## config.mk

```make
export PLATFORM = sky130hd
export DESIGN_NAME = rcvsr_readout
export DESIGN_NICKNAME = d
export VERILOG_FILES = /design/src/rcvsr_pkg.sv /design/src/rcvsr_readout.sv /design/src/rcvsr_sync.sv
export SDC_FILE = /design/constraint.sdc
export NUM_CORES = 1
export LEC_CHECK = 0
export BUFFER_PORTS_ARGS = -buffer_cell sky130_fd_sc_hd__buf_2
export CAP_MARGIN = 25
export CORE_MARGIN = 2
export CORE_UTILIZATION = 51
export DETAILED_ROUTE_END_ITERATION = 7
export PLACE_DENSITY = 0.73
export SLEW_MARGIN = 0
export SYNTH_ARGS = -nofsm -noshare
export SYNTH_HDL_FRONTEND = slang
export SYNTH_SLANG_ARGS = --single-unit
```

## constraint.sdc

```tcl
create_clock -name clk -period 7.6 [get_ports clk]
set_input_delay 0.76 -clock clk [delete_from_list [all_inputs] [get_ports clk]]
set_output_delay 0.76 -clock clk [all_outputs]
set_load 0.01 [all_outputs]
```

## src/rcvsr_pkg.sv

```systemverilog
// package of constants and carriers for the receiver status readout
// Notes on behaviour
// - irq source byte: bit0 zero, bits1..7 live and update flags; subq flag clears on read
// - error bit live: 0 when locked and clean, 1 on error or unlock
// - non-pcm bit shows live detector state
// - emphasis bit live: 1 means 50/15 us pre-emphasis
// - validity bit live: 1 means validity error seen
// - rate-updated flag sets on rate result change, clears after irq read
// - chan-status-updated flag sets on 48-bit update, clears after irq read
// - 56-bit rate register: error b1, non-pcm b2, rate b4..6, status bits above
// - error and non-pcm in rate register equal irq register copies
// - 88-bit subq register: crc b0..1, zeros, control, address, track, ... abs frame
// - both crc bits carry the same check result
// - rate code 0 out of range, 1..6 rates, doubled in quad mode, 7 unused
// - level interrupt pin high until irq source read, then low
// - crc flag high when 80 subq bits correct, low on error
package rcvsr_pkg;
  localparam logic [7:0] RCVSR_ADDR_IRQ = 8'heb;
  localparam logic [7:0] RCVSR_ADDR_RATE = 8'hec;
  localparam logic [7:0] RCVSR_ADDR_SUBQ = 8'hed;
  localparam int RCVSR_IRQ_W = 8;
  localparam int RCVSR_RATE_W = 56;
  localparam int RCVSR_SUBQ_W = 88;
  localparam int RCVSR_SHIFT_W = 88;
  localparam int RCVSR_CS_W = 48;
  localparam int RCVSR_Q_W = 80;
  localparam int RCVSR_CNT_W = 7;
  localparam logic [2:0] RCVSR_RATE_NONE = 3'h0;
  localparam logic [2:0] RCVSR_RATE_UNUSED = 3'h7;
  localparam logic [7:0] RCVSR_IRQ_RST = 8'h00;
  // live states from the receiver core
  typedef struct packed {
    logic linkError;
    logic nonPcm;
    logic emphasis;
    logic validityError;
  } rcvsr_live_t;
  // serial interface pins after synchronisation
  typedef struct packed {
    logic chipEnable;
    logic serClk;
    logic [7:0] addr;
  } rcvsr_ser_t;
endpackage

```

## src/rcvsr_readout.sv

```systemverilog
// read-only status registers with serial read-out for the audio receiver
`timescale 1ns/1ps
module rcvsr_readout (
  input wire logic clk,
  input wire logic sys_rst,
  // receiver core, same clock domain
  input wire rcvsr_pkg::rcvsr_live_t live,
  input wire logic [2:0] rateCode,
  input wire logic quadRateSelect,
  input wire logic [47:0] chanStatusBits,
  input wire logic chanStatusUpdate,
  input wire logic [79:0] subqData,
  input wire logic subqCrcOk,
  input wire logic subqLoad,
  // interrupt pin configuration from the write side
  input wire logic intPinIsIrq,
  input wire logic intPulseMode,
  input wire logic [6:0] intEnable,
  // three-wire serial interface pins, asynchronous
  input wire logic serChipEnable,
  input wire logic serClk,
  input wire logic [7:0] serAddr,
  output logic serReadData,
  output logic intPin,
  output logic [2:0] rateCodeOut,
  output logic quadRateActive
);
  // ------------------------------------------------------------
  // pin synchronisers
  // ------------------------------------------------------------
  rcvsr_pkg::rcvsr_ser_t serRaw;
  rcvsr_pkg::rcvsr_ser_t serSync;
  assign serRaw = '{chipEnable: serChipEnable, serClk: serClk, addr: serAddr};

  rcvsr_sync #(.W(10)) u_sync (
    .clk(clk),
    .sys_rst(sys_rst),
    .din(serRaw),
    .dout(serSync)
  );

  // ------------------------------------------------------------
  // state
  // ------------------------------------------------------------
  typedef enum logic [1:0] {RCVSR_IDLE, RCVSR_SHIFT} rcvsr_state_t;
  rcvsr_state_t state_ff, nxt_state;
  logic ceDly_ff, nxt_ceDly;
  logic clkDly_ff, nxt_clkDly;
  logic [87:0] shift_ff, nxt_shift;
  logic [6:0] bitCnt_ff, nxt_bitCnt;
  logic rateUpd_ff, nxt_rateUpd;
  logic csUpd_ff, nxt_csUpd;
  logic subqUpd_ff, nxt_subqUpd;
  logic [2:0] ratePrev_ff, nxt_ratePrev;
  logic [47:0] csReg_ff, nxt_csReg;
  logic [79:0] subqReg_ff, nxt_subqReg;
  logic crcReg_ff, nxt_crcReg;
  logic [6:0] livePrev_ff, nxt_livePrev;
  logic intPin_ff, nxt_intPin;
  logic serOut_ff, nxt_serOut;
  logic [2:0] rateOut_ff, nxt_rateOut;
  logic quad_ff, nxt_quad;

  logic [7:0] irqByte;
  logic [55:0] rateWord;
  logic [87:0] subqWord;
  logic readStart;
  logic readIrq;
  logic clkRise;
  logic [6:0] srcNow;
  logic irqEvent;

  // ------------------------------------------------------------
  // register images
  // ------------------------------------------------------------
  // live bits straight from the core, sticky ones from flops
  assign irqByte = {subqUpd_ff, csUpd_ff, rateUpd_ff, live.validityError,
                    live.emphasis, live.nonPcm, live.linkError, 1'b0};
  // same sources as the irq byte so the copies can never disagree
  assign rateWord = {csReg_ff, 1'b0, rateCode, 1'b0,
                     live.nonPcm, live.linkError, 1'b0};
  // crc duplicated into bits 0 and 1, high means data correct
  assign subqWord = {subqReg_ff, 6'h00, crcReg_ff, crcReg_ff};

  assign readStart = serSync.chipEnable && !ceDly_ff;
  assign clkRise = serSync.serClk && !clkDly_ff;
  assign readIrq = readStart && (serSync.addr == rcvsr_pkg::RCVSR_ADDR_IRQ);
  assign srcNow = {subqLoad, chanStatusUpdate, rateCode != ratePrev_ff,
                   live.validityError, live.emphasis, live.nonPcm, live.linkError};
  // level sources fire on change, update sources on their pulse
  assign irqEvent = |(intEnable & {srcNow[6:4], srcNow[3:0] ^ livePrev_ff[3:0]});

  // ------------------------------------------------------------
  // capture and sticky flags
  // ------------------------------------------------------------
  always_comb
  begin
    nxt_ratePrev = rateCode;
    nxt_livePrev = srcNow;
    nxt_csReg = chanStatusUpdate ? chanStatusBits : csReg_ff;
    nxt_subqReg = subqLoad ? subqData : subqReg_ff;
    nxt_crcReg = subqLoad ? subqCrcOk : crcReg_ff;
    // a new event in the read cycle wins over the clear
    nxt_rateUpd = (rateCode != ratePrev_ff) || (rateUpd_ff && !readIrq);
    nxt_csUpd = chanStatusUpdate || (csUpd_ff && !readIrq);
    nxt_subqUpd = subqLoad || (subqUpd_ff && !readIrq);
    nxt_rateOut = rateCode;
    nxt_quad = quadRateSelect;
    // pin: emphasis by default, irq when selected
    if (!intPinIsIrq)
      nxt_intPin = live.emphasis;
    else if (intPulseMode)
      nxt_intPin = irqEvent;
    else
      nxt_intPin = irqEvent || (intPin_ff && !readIrq);
  end

  always_ff @(posedge clk or posedge sys_rst)
  begin
    if (sys_rst)
    begin
      ratePrev_ff <= rcvsr_pkg::RCVSR_RATE_NONE;
      livePrev_ff <= 7'h00;
      csReg_ff <= 48'h000000000000;
      subqReg_ff <= 80'h00000000000000000000;
      crcReg_ff <= 1'b0;
      rateUpd_ff <= 1'b0;
      csUpd_ff <= 1'b0;
      subqUpd_ff <= 1'b0;
      intPin_ff <= 1'b0;
      rateOut_ff <= rcvsr_pkg::RCVSR_RATE_NONE;
      quad_ff <= 1'b0;
    end
    else
    begin
      ratePrev_ff <= nxt_ratePrev;
      livePrev_ff <= nxt_livePrev;
      csReg_ff <= nxt_csReg;
      subqReg_ff <= nxt_subqReg;
      crcReg_ff <= nxt_crcReg;
      rateUpd_ff <= nxt_rateUpd;
      csUpd_ff <= nxt_csUpd;
      subqUpd_ff <= nxt_subqUpd;
      intPin_ff <= nxt_intPin;
      rateOut_ff <= nxt_rateOut;
      quad_ff <= nxt_quad;
    end
  end

  // ------------------------------------------------------------
  // serial shifter
  // ------------------------------------------------------------
  // snapshot at chip-enable rise; bits leave lsb first on each clock rise
  always_comb
  begin
    nxt_state = state_ff;
    nxt_shift = shift_ff;
    nxt_bitCnt = bitCnt_ff;
    nxt_serOut = serOut_ff;
    nxt_ceDly = serSync.chipEnable;
    nxt_clkDly = serSync.serClk;
    case (state_ff)
      RCVSR_IDLE:
      begin
        nxt_serOut = 1'b0;
        if (readStart)
        begin
          nxt_state = RCVSR_SHIFT;
          nxt_bitCnt = 7'h00;
          case (serSync.addr)
            rcvsr_pkg::RCVSR_ADDR_IRQ: nxt_shift = {80'h0, irqByte};
            rcvsr_pkg::RCVSR_ADDR_RATE: nxt_shift = {32'h0, rateWord};
            rcvsr_pkg::RCVSR_ADDR_SUBQ: nxt_shift = subqWord;
            default: nxt_shift = 88'h0;
          endcase
          nxt_serOut = nxt_shift[0];
        end
      end
      RCVSR_SHIFT:
      begin
        if (!serSync.chipEnable)
          nxt_state = RCVSR_IDLE;
        else if (clkRise)
        begin
          nxt_shift = {1'b0, shift_ff[87:1]};
          nxt_serOut = shift_ff[1];
          // stops at the longest register so a host that over-clocks cannot wrap it
          if (bitCnt_ff != 7'(rcvsr_pkg::RCVSR_SHIFT_W))
            nxt_bitCnt = bitCnt_ff + 7'h01;
        end
      end
      default: nxt_state = RCVSR_IDLE;
    endcase
  end

  always_ff @(posedge clk or posedge sys_rst)
  begin
    if (sys_rst)
    begin
      state_ff <= RCVSR_IDLE;
      shift_ff <= 88'h0;
      bitCnt_ff <= 7'h00;
      serOut_ff <= 1'b0;
      ceDly_ff <= 1'b0;
      clkDly_ff <= 1'b0;
    end
    else
    begin
      state_ff <= nxt_state;
      shift_ff <= nxt_shift;
      bitCnt_ff <= nxt_bitCnt;
      serOut_ff <= nxt_serOut;
      ceDly_ff <= nxt_ceDly;
      clkDly_ff <= nxt_clkDly;
    end
  end

  assign serReadData = serOut_ff;
  assign intPin = intPin_ff;
  assign rateCodeOut = rateOut_ff;
  assign quadRateActive = quad_ff;
endmodule

```

## src/rcvsr_sync.sv

```systemverilog
// two flip-flop synchroniser, parameterised width
`timescale 1ns/1ps
module rcvsr_sync #(
  parameter int W = 1
) (
  input wire logic clk,
  input wire logic sys_rst,
  input wire logic [W-1:0] din,
  output logic [W-1:0] dout
);
  logic [W-1:0] stage1_ff;
  logic [W-1:0] stage2_ff;
  logic [W-1:0] nxt_stage1;
  logic [W-1:0] nxt_stage2;

  // first stage feeds only the second stage
  always_comb
  begin
    nxt_stage1 = din;
    nxt_stage2 = stage1_ff;
  end

  always_ff @(posedge clk or posedge sys_rst)
  begin
    if (sys_rst)
    begin
      stage1_ff <= '0;
      stage2_ff <= '0;
    end
    else
    begin
      stage1_ff <= nxt_stage1;
      stage2_ff <= nxt_stage2;
    end
  end

  assign dout = stage2_ff;
endmodule
```

== Word level (Yosys, flattened, before mapping) ==
Index checks and enable logic that the tools add are counted.

* Register bits after elaboration: 254
* Bits in latches: 0
* RAM bits: 0
* ROM bits: 0
* Input bits: 160
* Output and inout port bits: 6
* Logic and storage cells: 62
* Memories: 0

* Add/sub/neg operators: 0
* Multipliers: 0
* Divide/modulo/power cells: 0
* Order comparisons: 0
* Eq/ne operators: 9
* Shifts and indexed selects: 0
* Muxes and demuxes: 14
* Bitwise gates (word level): 2
* Reductions and logical operators: 20

{| class="wikitable"
|+ Operator list
! kind !! count
|-
| 88-bit two-way mux || 3
|-
| 88-bit one-hot mux with 3 select lines || 1
|-
| 88-bit one-hot mux with 2 select lines || 1
|-
| 8-bit equality test (second input constant) || 3
|-
| 7-bit AND || 1
|-
| 1-bit logical AND || 7
|-
| 7-bit OR reduction || 1
|-
| 2-bit inequality test (second input constant) || 3
|-
| 1-bit two-way mux || 5
|-
| 1-bit logical OR || 4
|-
| 2-bit two-way mux || 2
|-
| 2-bit one-hot mux with 2 select lines || 1
|-
| 4-bit AND reduction || 1
|-
| 4-bit bitwise XOR || 1
|-
| 1-bit zero test || 3
|-
| 3-bit inequality test || 1
|-
| 3-bit AND reduction || 1
|-
| 2-bit by 1-bit equality test with 1-bit output (second input constant) || 1
|-
| 2-bit zero test || 1
|-
| 2-bit by 1-bit inequality test with 1-bit output (second input constant) || 1
|-
| 1-bit one-hot mux with 2 select lines || 1
|-
| 2-bit AND reduction || 1
|-
| 2-bit nonzero test || 1
|}

== Logic depth before layout (Yosys ltp) ==
Gate-level depths: netlist of run 1.

* Depth in word-level cells: 8
* Mapped depth: 7
* Gate-level depth less buffers: 4

== Cells and area by module ==
From an unflattened synthesis of run 1, not the netlist that was laid out.

* Cell total of the unflattened synthesis: 763
* Area, all modules: 10344.9 um^2

{| class="wikitable"
|+ Modules (own cells, without submodules)
! module !! times used !! cells an instance !! area an instance (um^2) !! seq. area each (um^2)
|-
| rcvsr_readout || 1 || 742 || 9840.7 || 5805.6
|-
| rcvsr_sync || 1 || 21 || 504.2 || 500.5
|}

== Worst setup path after synthesis of run 1 ==
No wires, ideal clock.

* Path kind: input -> register
* Start point: in subqLoad
* End point: reg subqReg_ff[10]
* Library setup time: 125 ps
* Data arrival time: 1741 ps
* Required time: 7475 ps
* Setup slack: 5734 ps
* Stages: 3
* Buffers on the path: 2
* Cells stage by stage: clkbuf_1 -> clkbuf_1 -> mux2_2

{| class="wikitable"
|+ RTL lines
! what !! line !! RTL
|-
| from (decl) || rcvsr_readout.sv:14 || <nowiki>input wire logic subqLoad,</nowiki>
|-
| to (signal assigned) || rcvsr_readout.sv:139 || <nowiki>subqReg_ff <= nxt_subqReg;</nowiki>
|-
| to (decl) || rcvsr_readout.sv:56 || <nowiki>logic [79:0] subqReg_ff, nxt_subqReg;</nowiki>
|}

No word-level cell between the ends.

== Worst setup path after layout of run 1 ==
* Start point: reg u_sync.stage2_ff[1] (netlist: u_sync.dout[1])
* End point: reg shift_ff[81]

* Word-level cells in the longest chain between the ends: 4
* Elaborated cells between the ends (all ways): 6
* Classes of those cells: 3 x eq/ne; 3 x mux

{| class="wikitable"
|+ RTL lines
! what !! line !! RTL
|-
| from (decl) || rcvsr_sync.sv:12 || <nowiki>logic [W-1:0] stage2_ff;</nowiki>
|-
| from (signal assigned) || rcvsr_sync.sv:33 || <nowiki>stage2_ff <= nxt_stage2;</nowiki>
|-
| 8-bit equality test || rcvsr_readout.sv:170 || <nowiki>case (serSync.addr)</nowiki>
|-
| 88-bit one-hot mux with 3 select lines (*) || rcvsr_readout.sv:170 ||
|-
| 88-bit two-way mux (*) || rcvsr_readout.sv:166 || <nowiki>if (readStart)</nowiki>
|-
| 88-bit one-hot mux with 2 select lines (*) || rcvsr_readout.sv:162 || <nowiki>case (state_ff)</nowiki>
|-
| to (signal assigned) || rcvsr_readout.sv:210 || <nowiki>shift_ff <= nxt_shift;</nowiki>
|-
| to (decl) || rcvsr_readout.sv:49 || <nowiki>logic [87:0] shift_ff, nxt_shift;</nowiki>
|}

Mark *: on every way between the ends. The rest lies on a longest branch, timed or not. The select of a mux whose other input is x is not followed.
A chain may end at the register's enable or synchronous reset.

==> results of run 1 <==
==> where the power goes <==
part           internal (uW)  switching, uW  leakage [uW]
Sequential              1510           88.5       0.00295
Combinational            162            158       0.00196
Clock                    720            492      0.000405
==> final cells by class <==
class / count / area share [%]
clock buffer: 39 / 6.24
clock inverter: 6 / 0.452
inverter: 4 / 0.154
timing repair buffer: 176 / 7.61
sequential: 252 / 51.7
antenna: 1 / 0.0205
multi-input combinational: 563 / 31.0
tap: 270 / 2.77
==> stage by stage <==
| stage | std cells | power (uW) |
|---|---|---|
| 2_1_floorplan | 882 | 1820 |
| 3_3_place_gp | 1264 | 1920 |
| 3_5_place_dp | 1264 | 1940 |
| 4_1_cts | 1309 | 3170 |
| 5_1_grt | 1310 | 3270 |
| 6_report | 1311 | 3130 |
==> worst max-delay path by stage <==
stage	start	endpoint	cells after the start
after detailed placement	u_sync.dout[1]$_DFF_PP0_	shift_ff[81]$_DFFE_PP0P_	5
final	u_sync.dout[1]$_DFF_PP0_	shift_ff[81]$_DFFE_PP0P_	5
after global routing	u_sync.dout[1]$_DFF_PP0_	shift_ff[81]$_DFFE_PP0P_	5
after CTS	u_sync.dout[1]$_DFF_PP0_	shift_ff[81]$_DFFE_PP0P_	5
after floorplan	sys_rst	ceDly_ff$_DFF_PP0_	1
after global placement	u_sync.dout[1]$_DFF_PP0_	shift_ff[81]$_DFFE_PP0P_	5
==> state kept, by name, summed over array words and instances (netlist names) <==
signal / flops
rateUpd_ff: 1
state_ff: 1
serReadData: 1
shift_ff: 87
u_sync.dout: 10
subqReg_ff: 80
intPin: 1
crcReg_ff: 1
clkDly_ff: 1
subqUpd_ff: 1
ceDly_ff: 1
livePrev_ff: 4
csUpd_ff: 1
quadRateActive: 1
csReg_ff: 48
rateCodeOut: 3
u_sync.nxt_stage2: 10
==> layer usage <==
metal	vias to the layer above	GRT usage, %
met3	28	3.91
met4	4	4.27
met2	167	33.8
li1	3375	-
met5	-	0
met1	3573	28.4
==> synthesized netlist by cell type (5+ instances only) <==
| master | instances | area [um^2] |
|---|---|---|
| nand3_1 | 5 | 25.0 |
| dfrtp_1 | 252 | 6310 |
| o21ai_0 | 82 | 410 |
| a22oi_1 | 7 | 52.6 |
| nor2_1 | 87 | 327 |
| a22o_1 | 51 | 447 |
| clkbuf_1 | 43 | 161 |
| nand2_1 | 80 | 300 |
| buf_2 | 16 | 80.1 |
| a21oi_1 | 87 | 435 |
| mux2_2 | 129 | 1450 |
==> cells in the final DEF, fill, tap and decap left out, drive strengths merged, types with 2 or more instances in the layout <==
master  instances
dfrtp         252
buf           176
mux2          129
nor2           87
a21oi          87
o21ai          82
nand2          80
a22o           51
clkbuf         39
a22oi           7
nand3           5
clkinv          5
nand3b          4
xor2            4
a21o            3
xnor2           3
inv             3
nand2b          2
or4             2
a32oi           2
a21boi          2
and3b           2
==> logic make-up (layout without fill, tap and decap cells) <==
| logic type | count (synthesis) | count (layout) | share of synthesized area [%] |
|---|---|---|---|
| flops | 252 | 252 | 61.0 |
| compound gates | 238 | 238 | 14.0 |
| simple gates | 189 | 189 | 7.72 |
| mux | 129 | 129 | 14.0 |
| buf+inv | 67 | 225 | 2.66 |
| xor+xnor | 7 | 7 | 0.593 |
| other cells | 0 | 1 | 0 |
==> summary.md, run 1 <==
| Metric | Value |
|---|---|
| Slowest CP cell | `and3b_2` |
| WP data required | `8030 ps` |
| Total GRT Usage | `20.4%` |
| Row count | `52` |
| GR Overflow Total | `0` |
| Unrepaired setup endpoints after global routing | `no` |
| Synth unique cells | `34` |
| CP arrival | `3370 ps` |
| Clk buf depth | `3` |
| Post-place setup slack | `4620 ps` |
| Crit path kind | `reg -> reg` |
| Die width | `146 um` |
| Pwr dens | `257 nW/um^2` |
| Mean post-synth cell area | `11.7 um^2` |
| Largest net degree at the start of global routing | `154` |
| Post-Route Setup TNS | `0 ps` |
| Met1 Wirelength | `9810 um` |
| Root Buffer | `clkbuf_16` |
| 1st-pass router iterations | `5` |
| First-pass GRT wire length | `36000 um` |
| Peak VDD IR | `245 uV` |
| Vias in the first global route | `7168` |
| Sequential-to-total area share from yosys stat | `61.0%` |
| Status | `finished, final reports clean` |
| Port Buf Inserts | `165` |
| Slew @ Worst Pin | `996 ps` |
| Initial Util | `51.6%` |
| Final wirelength | `21500 um` |
| Post-CTS Resized | `0` |
| Syn. warnings | `0` |
| Multi-input logic area | `3780 um^2` |
| Die outline area | `21400 um^2` |
| Worst R2R Path Depth | `5` |
| Antenna-violating nets left | `0` |
| CP max stage delay | `940 ps` |
| Number of synthesized flops with an enable pin | `0` |
| H-tree levels | `1` |
| Cell Area, Placed | `11400 um^2` |
| Fillers | `1717` |
| Drt initial violations | `462` |
| Via Count | `7147` |
| Final cell utilization of the core | `60.8%` |
| FF-to-FF End | `shift_ff[81]$_DFFE_PP0P_` |
| Flop2flop setup slack | `4660 ps` |
| Core ar. | `20000 um^2` |
| Drt via density | `5.45` |
| Hold-critical path depth | `1` |
| Number of setup buffers added after CTS | `0` |
| Asr flop ratio synth | `100%` |
| Leakage | `0.00532 uW` |
| Final hold violations | `0` |
| Min-Delay Endpoint | `u_sync.nxt_stage2[7]$_DFF_PP0_` |
| Sinks on the clock net | `252` |
| Synth Net Count | `1042` |
| Fin crit period | `2940 ps` |
| CP max FO | `50` |
| Hold slack | `342 ps` |
| Final net count | `1183` |
| TritonCTS clock tree | `built` |
| Max Slew Vio Count | `0` |
| Clk slew on worst S/H paths | `60 ps` |
| Finish-stage setup viols | `0` |
| Syn Std Cell Area | `10300 um^2` |
| Relative slew slack | `33.6%` |
| Reg-to-reg startpoint | `u_sync.dout[1]$_DFF_PP0_` |
| Cell Chain, Critical Path | `and3b_2, nor4b_4, buf_4, a22oi_1, a21oi_1` |
| Top_reg_cell synth | `dfrtp_1` |
| CTS Buf Count | `26` |
| Sequential cell area | `6310 um^2` |
| Critical Path Sink Type | `register` |
| Highest Signal Layer | `met5` |
| Maximum clock frequency | `341 MHz` |
| Layout cell share with drive strength beyond 1 | `33.6%` |
| Cell count after synthesis | `882` |
| Placer Congestion | `0.744` |
| Buf/Inv on CP | `1` |
| Final worst path period share | `38.6%` |
| Initial antenna violation count | `3` |
| Wire per inst | `16.4 um` |
| Layout Skew | `16.0 ps` |
| Setup ws final | `4660 ps` |
| Area Growth Syn to Fin | `17.8%` |
| Design area | `12200 um^2` |
| HPWL after detailed placement | `13200 um` |
| Min-delay src | `serAddr[7]` |
| Hold-fix buffers, CTS | `0` |
| Die height | `146 um` |
| Worst skew pair latency | `520 ps` |
| Max-Cap Viols | `0` |
| Routed met3 length | `1050 um` |
| Io pins | `166` |
| DRC viols | `0` |
| Cell family with most CP delay | `simple AND/OR/NAND/NOR gates` |
| Synthesized flop and latch total | `252` |
| Worst setup SP type | `register` |
| Met2 wire length | `10300 um` |
| Worst min-delay path class | `in -> reg` |
(Power assumes the default switching activity.)
==> run 2, diff against run 1 <==
--- a/config.mk
+++ b/config.mk
@@ -8,9 +8,9 @@
 export BUFFER_PORTS_ARGS = -buffer_cell sky130_fd_sc_hd__buf_2
 export CAP_MARGIN = 25
 export CORE_MARGIN = 2
-export CORE_UTILIZATION = 51
+export CORE_UTILIZATION = 55
 export DETAILED_ROUTE_END_ITERATION = 7
-export PLACE_DENSITY = 0.73
+export PLACE_DENSITY = 0.75
 export SLEW_MARGIN = 0
 export SYNTH_ARGS = -nofsm -noshare
 export SYNTH_HDL_FRONTEND = slang
==> constraint.sdc (replaced) <==
create_clock -name clk -period 2.8 [get_ports clk]
set_input_delay 0.28 -clock clk [delete_from_list [all_inputs] [get_ports clk]]
set_output_delay 0.28 -clock clk [all_outputs]
set_load 0.01 [all_outputs]
==> run 2 against run 1 <==
Net effect: clock power grew to 3.0 times the previous value; non-clock buffer count is 145 higher; sequential power grew to 2.7 times the previous value; flip-flop and latch count stayed put; global-route usage is 5.0 points higher; combinational power grew to 3.3 times the previous value; via count is 11% higher; clock-buffer cell count is 1 higher; register-to-register slack worse by 4000 ps; power grew to 2.9 times the previous value; final cell count is 8.7% higher; critical endpoint is now shift_ff[47]$_DFFE_PP0P_; largest cell class unchanged.
==> summary.md, run 2 (synthesized netlist as in run 1, its figures left out) <==
| Metric | Value |
|---|---|
| Top Registers | `shift_ff x87, subqReg_ff x80, csReg_ff x48` |
| Layout Skew | `17.9 ps (+1.90 ps)` |
| Status | `finished, final reports clean` |
| Slowest CP cell | `or3b_2` |
| Placed Cells | `1233 (-2.5%)` |
| Max Slew Vio Count | `0 (unchanged)` |
| Unrepaired setup endpoints after global routing | `no` |
| Peak VDD IR | `530 uV (+120%)` |
| Core ar. | `18600 um^2 (-7.3%)` |
| Maximum clock frequency | `462 MHz (+35%)` |
| Drt via density | `5.54 (+1.7%)` |
| Max-Cap Viols | `0 (unchanged)` |
| H-tree levels | `1 (unchanged)` |
| Io pins | `166 (unchanged)` |
| Die width | `141 um (-3.6%)` |
| Largest Register | `shift_ff` |
| Most frequent cells in the layout | `dfrtp_1, buf_2, dlygate4sd3_1` |
| Clk buf depth | `3 (unchanged)` |
| Post-Route Setup TNS | `0 ps (unchanged)` |
| Met2 Use GR | `42.2% (+8.4 points)` |
| Final hold violations | `0 (unchanged)` |
| Clk slew on worst S/H paths | `70 ps (about the same)` |
| Design area | `13700 um^2 (+13%)` |
| Wire per inst | `17.5 um (+6.7%)` |
| Total GRT Usage | `25.3% (+5.0 points)` |
| Critical Path Sink Type | `register` |
| Relative slew slack | `53.0% (+19 points)` |
| Largest net degree at the start of global routing | `104 (-32%)` |
| CP arrival | `2620 ps (-750 ps)` |
| Cell Chain, Critical Path | `or3b_2, nand2_4, buf_4, nor2_1, a21oi_1` |
| CP max stage delay | `680 ps (-260 ps)` |
| Crit path kind | `reg -> reg` |
| Die outline area | `19900 um^2 (-7.1%)` |
| Antenna-violating nets left | `0 (unchanged)` |
| Pwr dens | `658 nW/um^2 (+160%)` |
| Non-filler cells, final | `1425 (+8.7%)` |
| Port Buf Inserts | `165 (unchanged)` |
| Multi-input logic area | `3780 um^2 (unchanged)` |
| HPWL after detailed placement | `13500 um (+1.7%)` |
| CP max FO | `37 (-26%)` |
| Hold slack | `11.8 ps (-330 ps)` |
| Layout cell share with drive strength beyond 1 | `30.2% (-3.3 points)` |
| Most common cell after layout, fill and taps aside | `dfrtp_1` |
| Final cell utilization of the core | `73.9% (+13 points)` |
| Slew @ Worst Pin | `705 ps (-291 ps)` |
| Fin crit period | `2170 ps (-769 ps)` |
| CTS Buf Count | `27 (+3.8%)` |
| Area Growth Syn to Fin | `32.8%` |
| 1st-pass router iterations | `5 (unchanged)` |
| Initial Util | `55.7% (+4.1 points)` |
| Initial antenna violation count | `2 (-1)` |
| Root Buffer | `clkbuf_16` |
| Met1 usage | `33.6% (+5.3 points)` |
| Max reg flops | `87 (unchanged)` |
| Flop2flop setup slack | `630 ps (-4030 ps)` |
| Via Count | `7900 (+11%)` |
| Final wirelength | `25000 um (+16%)` |
| Placer Congestion | `0.735 (-1.2%)` |
| WP data required | `3250 ps (-4780 ps)` |
| Sinks on the clock net | `252 (unchanged)` |
| Die height | `141 um (-3.6%)` |
| Number of setup buffers added after CTS | `0 (unchanged)` |
| GRT Max-Usage Layer | `met2` |
| TritonCTS clock tree | `built` |
| Finish-stage setup viols | `0 (unchanged)` |
| Worst skew pair latency | `530 ps (about the same)` |
| Vias in the first global route | `8154 (+14%)` |
| Fillers | `1226 (-29%)` |
| GR Overflow Total | `0 (unchanged)` |
| Sequential cell area | `6310 um^2 (unchanged)` |
| Final worst path period share | `77.4% (+39 points)` |
| Final net count | `1329 (+12%)` |
| Cell Area, Placed | `11400 um^2 (+0.38%)` |
| Met3 Use GR | `4.52% (+0.61 points)` |
| First-pass GRT wire length | `40700 um (+13%)` |
| DRC viols | `0 (unchanged)` |
| Leakage | `0.00599 uW (+13%)` |
| Row count | `50 (-3.8%)` |
| Worst min-delay path class | `in -> reg` |
| Worst setup SP type | `register` |
| Drt initial violations | `419 (-9.3%)` |
[run 2: changes by cell type in the layout (fill, tap and decap cells not counted), sizes merged]
cell         delta
buf             +4
bufinv          +2
diode           +2
dlygate4sd3   +141
clkbuf          +1
[run 2: path summary, 6_finish.rpt]
path	startpoint	end	cells past startpoint
max	u_sync.dout[9]$_DFF_PP0_	shift_ff[47]$_DFFE_PP0P_	5
min	subqData[1]	subqReg_ff[1]$_DFFE_PP0P_	2
max reg2reg	u_sync.dout[9]$_DFF_PP0_	shift_ff[47]$_DFFE_PP0P_	5
min reg2reg	u_sync.nxt_stage2[1]$_DFF_PP0_	u_sync.dout[1]$_DFF_PP0_	0
max in group asynchronous	sys_rst	subqReg_ff[76]$_DFFE_PP0P_	4
min in group asynchronous	sys_rst	shift_ff[48]$_DFFE_PP0P_	3
[run 2: stage by stage]
| step | power (uW) | worst slack [ps] |
|---|---|---|
| 2_1_floorplan | 4950 | -796 |
| 3_5_place_dp | 5270 | 636 |
| 4_1_cts | 9090 | 643 |
| 3_3_place_gp | 5230 | 754 |
| 5_1_grt | 9420 | 503 |
| 6_report | 9040 | 633 |
[run 2: report_power, final]
group          leakage (uW)  switching [uW]  internal (uW)
sequential          0.00295             239           4090
clock              0.000458            1400           2250
combinational       0.00258             483            580
total               0.00599            2130           6910
[run 2: worst max-delay path: cells and delay by family (launching register included)]
family,cells,cell delay (ps)
AOI/OAI and AO/OA,1,150
buffers and inverters,1,350
DFF,1,400
and+or+nand+nor,3,1170
[run 2: final cells by class]
class / count / share of cell area, %
antenna: 3 / 0.0546
clock buffer: 40 / 5.86
clock inverter: 8 / 0.838
inverter: 4 / 0.137
multi-input combinational: 563 / 27.5
sequential: 252 / 45.9
tap: 234 / 2.13
timing repair buffer: 321 / 17.6
[run 2: metal layers]
layer | routed length, um | share of wire (%) | vias to the layer above
met5 | 0 | 0 | -
met4 | 809 | 3.2 | 0
met3 | 1190 | 4.8 | 63
met2 | 12400 | 49 | 215
met1 | 10600 | 42 | 3949
li1 | - | - | 3673
[run 2: what timing repair did]
| action | CTS | global route |
|---|---|---|
| hold buffers | 140 | 1 |
| gates resized for setup | 0 | 0 |
| setup endpoints to repair | 0 | 0 |
| hold endpoints to repair | 150 | 1 |
==> run 3, diff against run 2 <==
--- a/config.mk
+++ b/config.mk
@@ -5,6 +5,7 @@
 export SDC_FILE = /design/constraint.sdc
 export NUM_CORES = 1
 export LEC_CHECK = 0
+export ABC_AREA = 1
 export BUFFER_PORTS_ARGS = -buffer_cell sky130_fd_sc_hd__buf_2
 export CAP_MARGIN = 25
 export CORE_MARGIN = 2
==> constraint.sdc (replaced) <==
create_clock -name clk -period 2.25 [get_ports clk]
set_input_delay 0.225 -clock clk [delete_from_list [all_inputs] [get_ports clk]]
set_output_delay 0.225 -clock clk [all_outputs]
set_load 0.01 [all_outputs]
==> run 3 against run 2 <==
Net effect: clock skew fell by 12 ps; fmax rose by 18%; sequential share of layout area shrank 1.3 points; clock power grew 20%.
==> summary.md, run 3 <==
| Metric | Value |
|---|---|
| Finish-stage setup viols | `0 (unchanged)` |
| Total GRT Usage | `28.3% (+3.0 points)` |
| Part of the power in registers | `48.0% (+0.2 points)` |
| Area Growth Syn to Fin | `31.9%` |
| Layout cell share with drive strength beyond 1 | `16.3% (-14 points)` |
| Cell Chain, Critical Path | `inv_1, nand2_1, nor2_4, and2_2, nand2_2, nand2_4, nand2_1, a21oi_1` |
| Min-Delay Endpoint | `intPin$_DFF_PP0_` |
| Crit path kind | `reg -> reg` |
| Hold-critical path depth | `5 (+3)` |
| Unrepaired setup endpoints after global routing | `no` |
| Initial antenna violation count | `0 (-2)` |
| Int Power | `8360 uW (+21%)` |
| Max Slew Vio Count | `0 (unchanged)` |
| Post-synth top area cell | `dfrtp_1` |
| Slew @ Worst Pin | `719 ps (+13.5 ps)` |
| Status | `finished, final reports clean` |
| Placed Cells | `1633 (+32%)` |
| Largest Register | `shift_ff` |
| Top_reg_cell synth | `dfrtp_1` |
| HPWL after detailed placement | `16000 um (+19%)` |
| Io pins | `166 (unchanged)` |
| H-tree levels | `1 (unchanged)` |
| Clk slew on worst S/H paths | `60 ps (about the same)` |
| Number of synthesized flops with an enable pin | `0 (unchanged)` |
| Synth top area cells | `dfrtp_1, nand2_1, a21oi_1` |
| Synthesized flop and latch total | `252 (unchanged)` |
| Mean post-synth cell area | `8.51 um^2 (-27%)` |
| Flop2flop setup slack | `420 ps (-210 ps)` |
| Worst path most repeated cell | `nand2_1` |
| Fin crit period | `1830 ps (-338 ps)` |
| Worst skew pair latency | `530 ps (about the same)` |
| Die height | `144 um (+1.7%)` |
| Min-delay src | `intEnable[4]` |
| First-pass GRT wire length | `46400 um (+14%)` |
| Port Buf Inserts | `165 (unchanged)` |
| Top Registers | `shift_ff x87, subqReg_ff x80, csReg_ff x48` |
| Final wirelength | `28600 um (+14%)` |
| Multi-input logic area | `3810 um^2 (+0.79%)` |
| Switching power | `2830 uW (+33%)` |
| Clk buf depth | `3 (unchanged)` |
| Leakage | `0.00678 uW (+13%)` |
| Slowest CP cell | `nand2_4` |
| Fillers | `1416 (+15%)` |
| CP max FO | `46 (+24%)` |
| FF-to-FF End | `shift_ff[8]$_DFFE_PP0P_` |
| Most frequent cells in the layout | `nand2_1, dfrtp_1, buf_2` |
| Vias in the first global route | `9678 (+19%)` |
| Sequential-to-total area share from yosys stat | `58.9% (-2.1 points)` |
| Sinks on the clock net | `252 (unchanged)` |
| Non-filler cells, final | `1827 (+28%)` |
| Asr flop ratio synth | `100% (unchanged)` |
| Synth Net Count | `1419 (+36%)` |
| 1st-pass router iterations | `5 (unchanged)` |
| Cell count after synthesis | `1259 (+43%)` |
| Most common cell after layout, fill and taps aside | `nand2_1` |
| Die width | `144 um (+1.7%)` |
| Final net count | `1705 (+28%)` |
| Root Buffer | `clkbuf_16` |
| Peak VDD IR | `696 uV (+31%)` |
| Maximum clock frequency | `547 MHz (+18%)` |
| Core ar. | `19300 um^2 (+3.7%)` |
| Antenna-violating nets left | `0 (unchanged)` |
| Ant diodes | `0 (-3)` |
| Layout Skew | `5.98 ps (-11.9 ps)` |
| TritonCTS clock tree | `built` |
| Row count | `51 (+2.0%)` |
| CP max stage delay | `390 ps (-290 ps)` |
| Max reg flops | `87 (unchanged)` |
| Commonest cells in the synthesized netlist | `nand2_1, dfrtp_1, a21oi_1` |
| Sw Ratio | `25.3% (+1.7 points)` |
| DRC viols | `0 (unchanged)` |
| Cell with the most instances after synthesis | `nand2_1` |
| CP arrival | `2280 ps (-340 ps)` |
| CTS Buf Count | `26 (-3.7%)` |
| Drt initial violations | `659 (+57%)` |
| Combinational share of power | `13.0% (+1.2 points)` |
| Clock power frac | `39.1% (-1.3 points)` |
| Worst setup SP type | `register` |
| Synth unique cells | `26 (-24%)` |
| Wire per inst | `15.6 um (-11%)` |
| Final hold violations | `0 (unchanged)` |
| Die outline area | `20600 um^2 (+3.5%)` |
| Worst R2R Path Depth | `8 (+3)` |
| Syn. warnings | `0 (unchanged)` |
| WP data required | `2700 ps (-550 ps)` |
| Critical Path Sink Type | `register` |
| Worst min-delay path class | `in -> reg` |
| Final worst path period share | `81.3% (+3.9 points)` |
| Cell Area, Placed | `11800 um^2 (+3.3%)` |
| Largest net degree at the start of global routing | `68 (-35%)` |
| Via Count | `9661 (+22%)` |
| Area share of the largest cell type after synthesis | `58.9% (-2.1 points)` |
| Sequential cell area | `6310 um^2 (about the same)` |
| Placer Congestion | `0.834 (+14%)` |
| Initial Util | `55.6% (-0.074 points)` |
| Relative slew slack | `52.1% (-0.90 points)` |
| Design area | `14100 um^2 (+2.9%)` |
| Pwr dens | `792 nW/um^2 (+20%)` |
| Drt via density | `5.29 (-4.6%)` |
| GR Overflow Total | `0 (unchanged)` |
| Syn Std Cell Area | `10700 um^2 (+3.6%)` |
| Max-Cap Viols | `0 (unchanged)` |
| Reg-to-reg startpoint | `u_sync.dout[4]$_DFF_PP0_` |
run 3: logic make-up (layout without fill, tap and decap cells):
kind of cell    Yosys count  after routing  synth area share (%)
simple gates            631            631                  23.6
flops                   252            252                  58.9
compound gates          234            234                  11.7
buf+inv                 139            442                  5.66
xor+xnor                  3              3                 0.245
run 3: layer usage:
metal  up-vias  wire length (um)  GRT usage, %  share of wire (%)
met1      4630             11900          36.3                 41
met5         -                 0             0                  0
met3        80              1380          4.07                4.8
li1       4626                 -             -                  -
met2       325             14400          49.3                 50
met4         0               959          10.1                3.4
run 3: cell type report:
type                            count  area share, %
Clock buffer                       40           5.33
Tap cell                          265           2.35
Inverter                           58           1.58
Clock inverter                      5          0.788
Sequential cell                   252           44.6
Timing Repair Buffer              339           18.4
Multi-Input combinational cell    868           26.9
run 3: worst max path at each step:
stage | depth (start not counted) | slack [ps] | end | startpoint
after CTS | 8 | 410 | shift_ff[8]$_DFFE_PP0P_ | u_sync.dout[4]$_DFF_PP0_
after floorplan | 1 | -1290 | ceDly_ff$_DFF_PP0_ | sys_rst
after global routing | 8 | 240 | shift_ff[8]$_DFFE_PP0P_ | u_sync.dout[4]$_DFF_PP0_
after global placement | 8 | 490 | shift_ff[31]$_DFFE_PP0P_ | u_sync.dout[4]$_DFF_PP0_
after detailed placement | 8 | 460 | shift_ff[58]$_DFFE_PP0P_ | u_sync.dout[9]$_DFF_PP0_
final | 8 | 420 | shift_ff[8]$_DFFE_PP0P_ | u_sync.dout[4]$_DFF_PP0_
run 3: repair_timing:
| item | in CTS | in global routing |
|---|---|---|
| setup buffers | 0 | 0 |
| hold buffers | 149 | 0 |
| endpoints found under the hold margin | 159 | 0 |
| gates resized for setup | 0 | 0 |
run 3: power groups by stage:
| stage | sequential (uW) | combinational (uW) | clock, uW |
|---|---|---|---|
| 2_1_floorplan | 5360 | 848 | 0 |
| 3_3_place_gp | 5410 | 1180 | 0 |
| 3_5_place_dp | 5430 | 1230 | 0 |
| 4_1_cts | 5360 | 1430 | 4430 |
| 5_1_grt | 5420 | 1630 | 4630 |
| 6_report | 5370 | 1450 | 4370 |
run 3: through the flow:
| step | hold WS (ps) | utilization (%) | setup TNS, ps | total power (uW) | setup WS [ps] |
|---|---|---|---|---|---|
| finish | 48.6 | 73.3 | 0 | 11200 | 421 |
| global placement | 283 | 61.1 | 0 | 6590 | 494 |
| detailed placement | 289 | 61.1 | 0 | 6660 | 456 |
| CTS | 28.2 | 73.3 | 0 | 11200 | 408 |
| global route | 93.8 | 73.3 | 0 | 11700 | 243 |
| floorplan | 256 | - | -325250 | 6210 | -1290 |
run 3: critical path: cells and delay by family, from the launching register on:
family | cells | cell delay [ps]
simple gates | 6 | 1160
flops | 1 | 350
compound gates | 1 | 170
buf+inv | 1 | 50
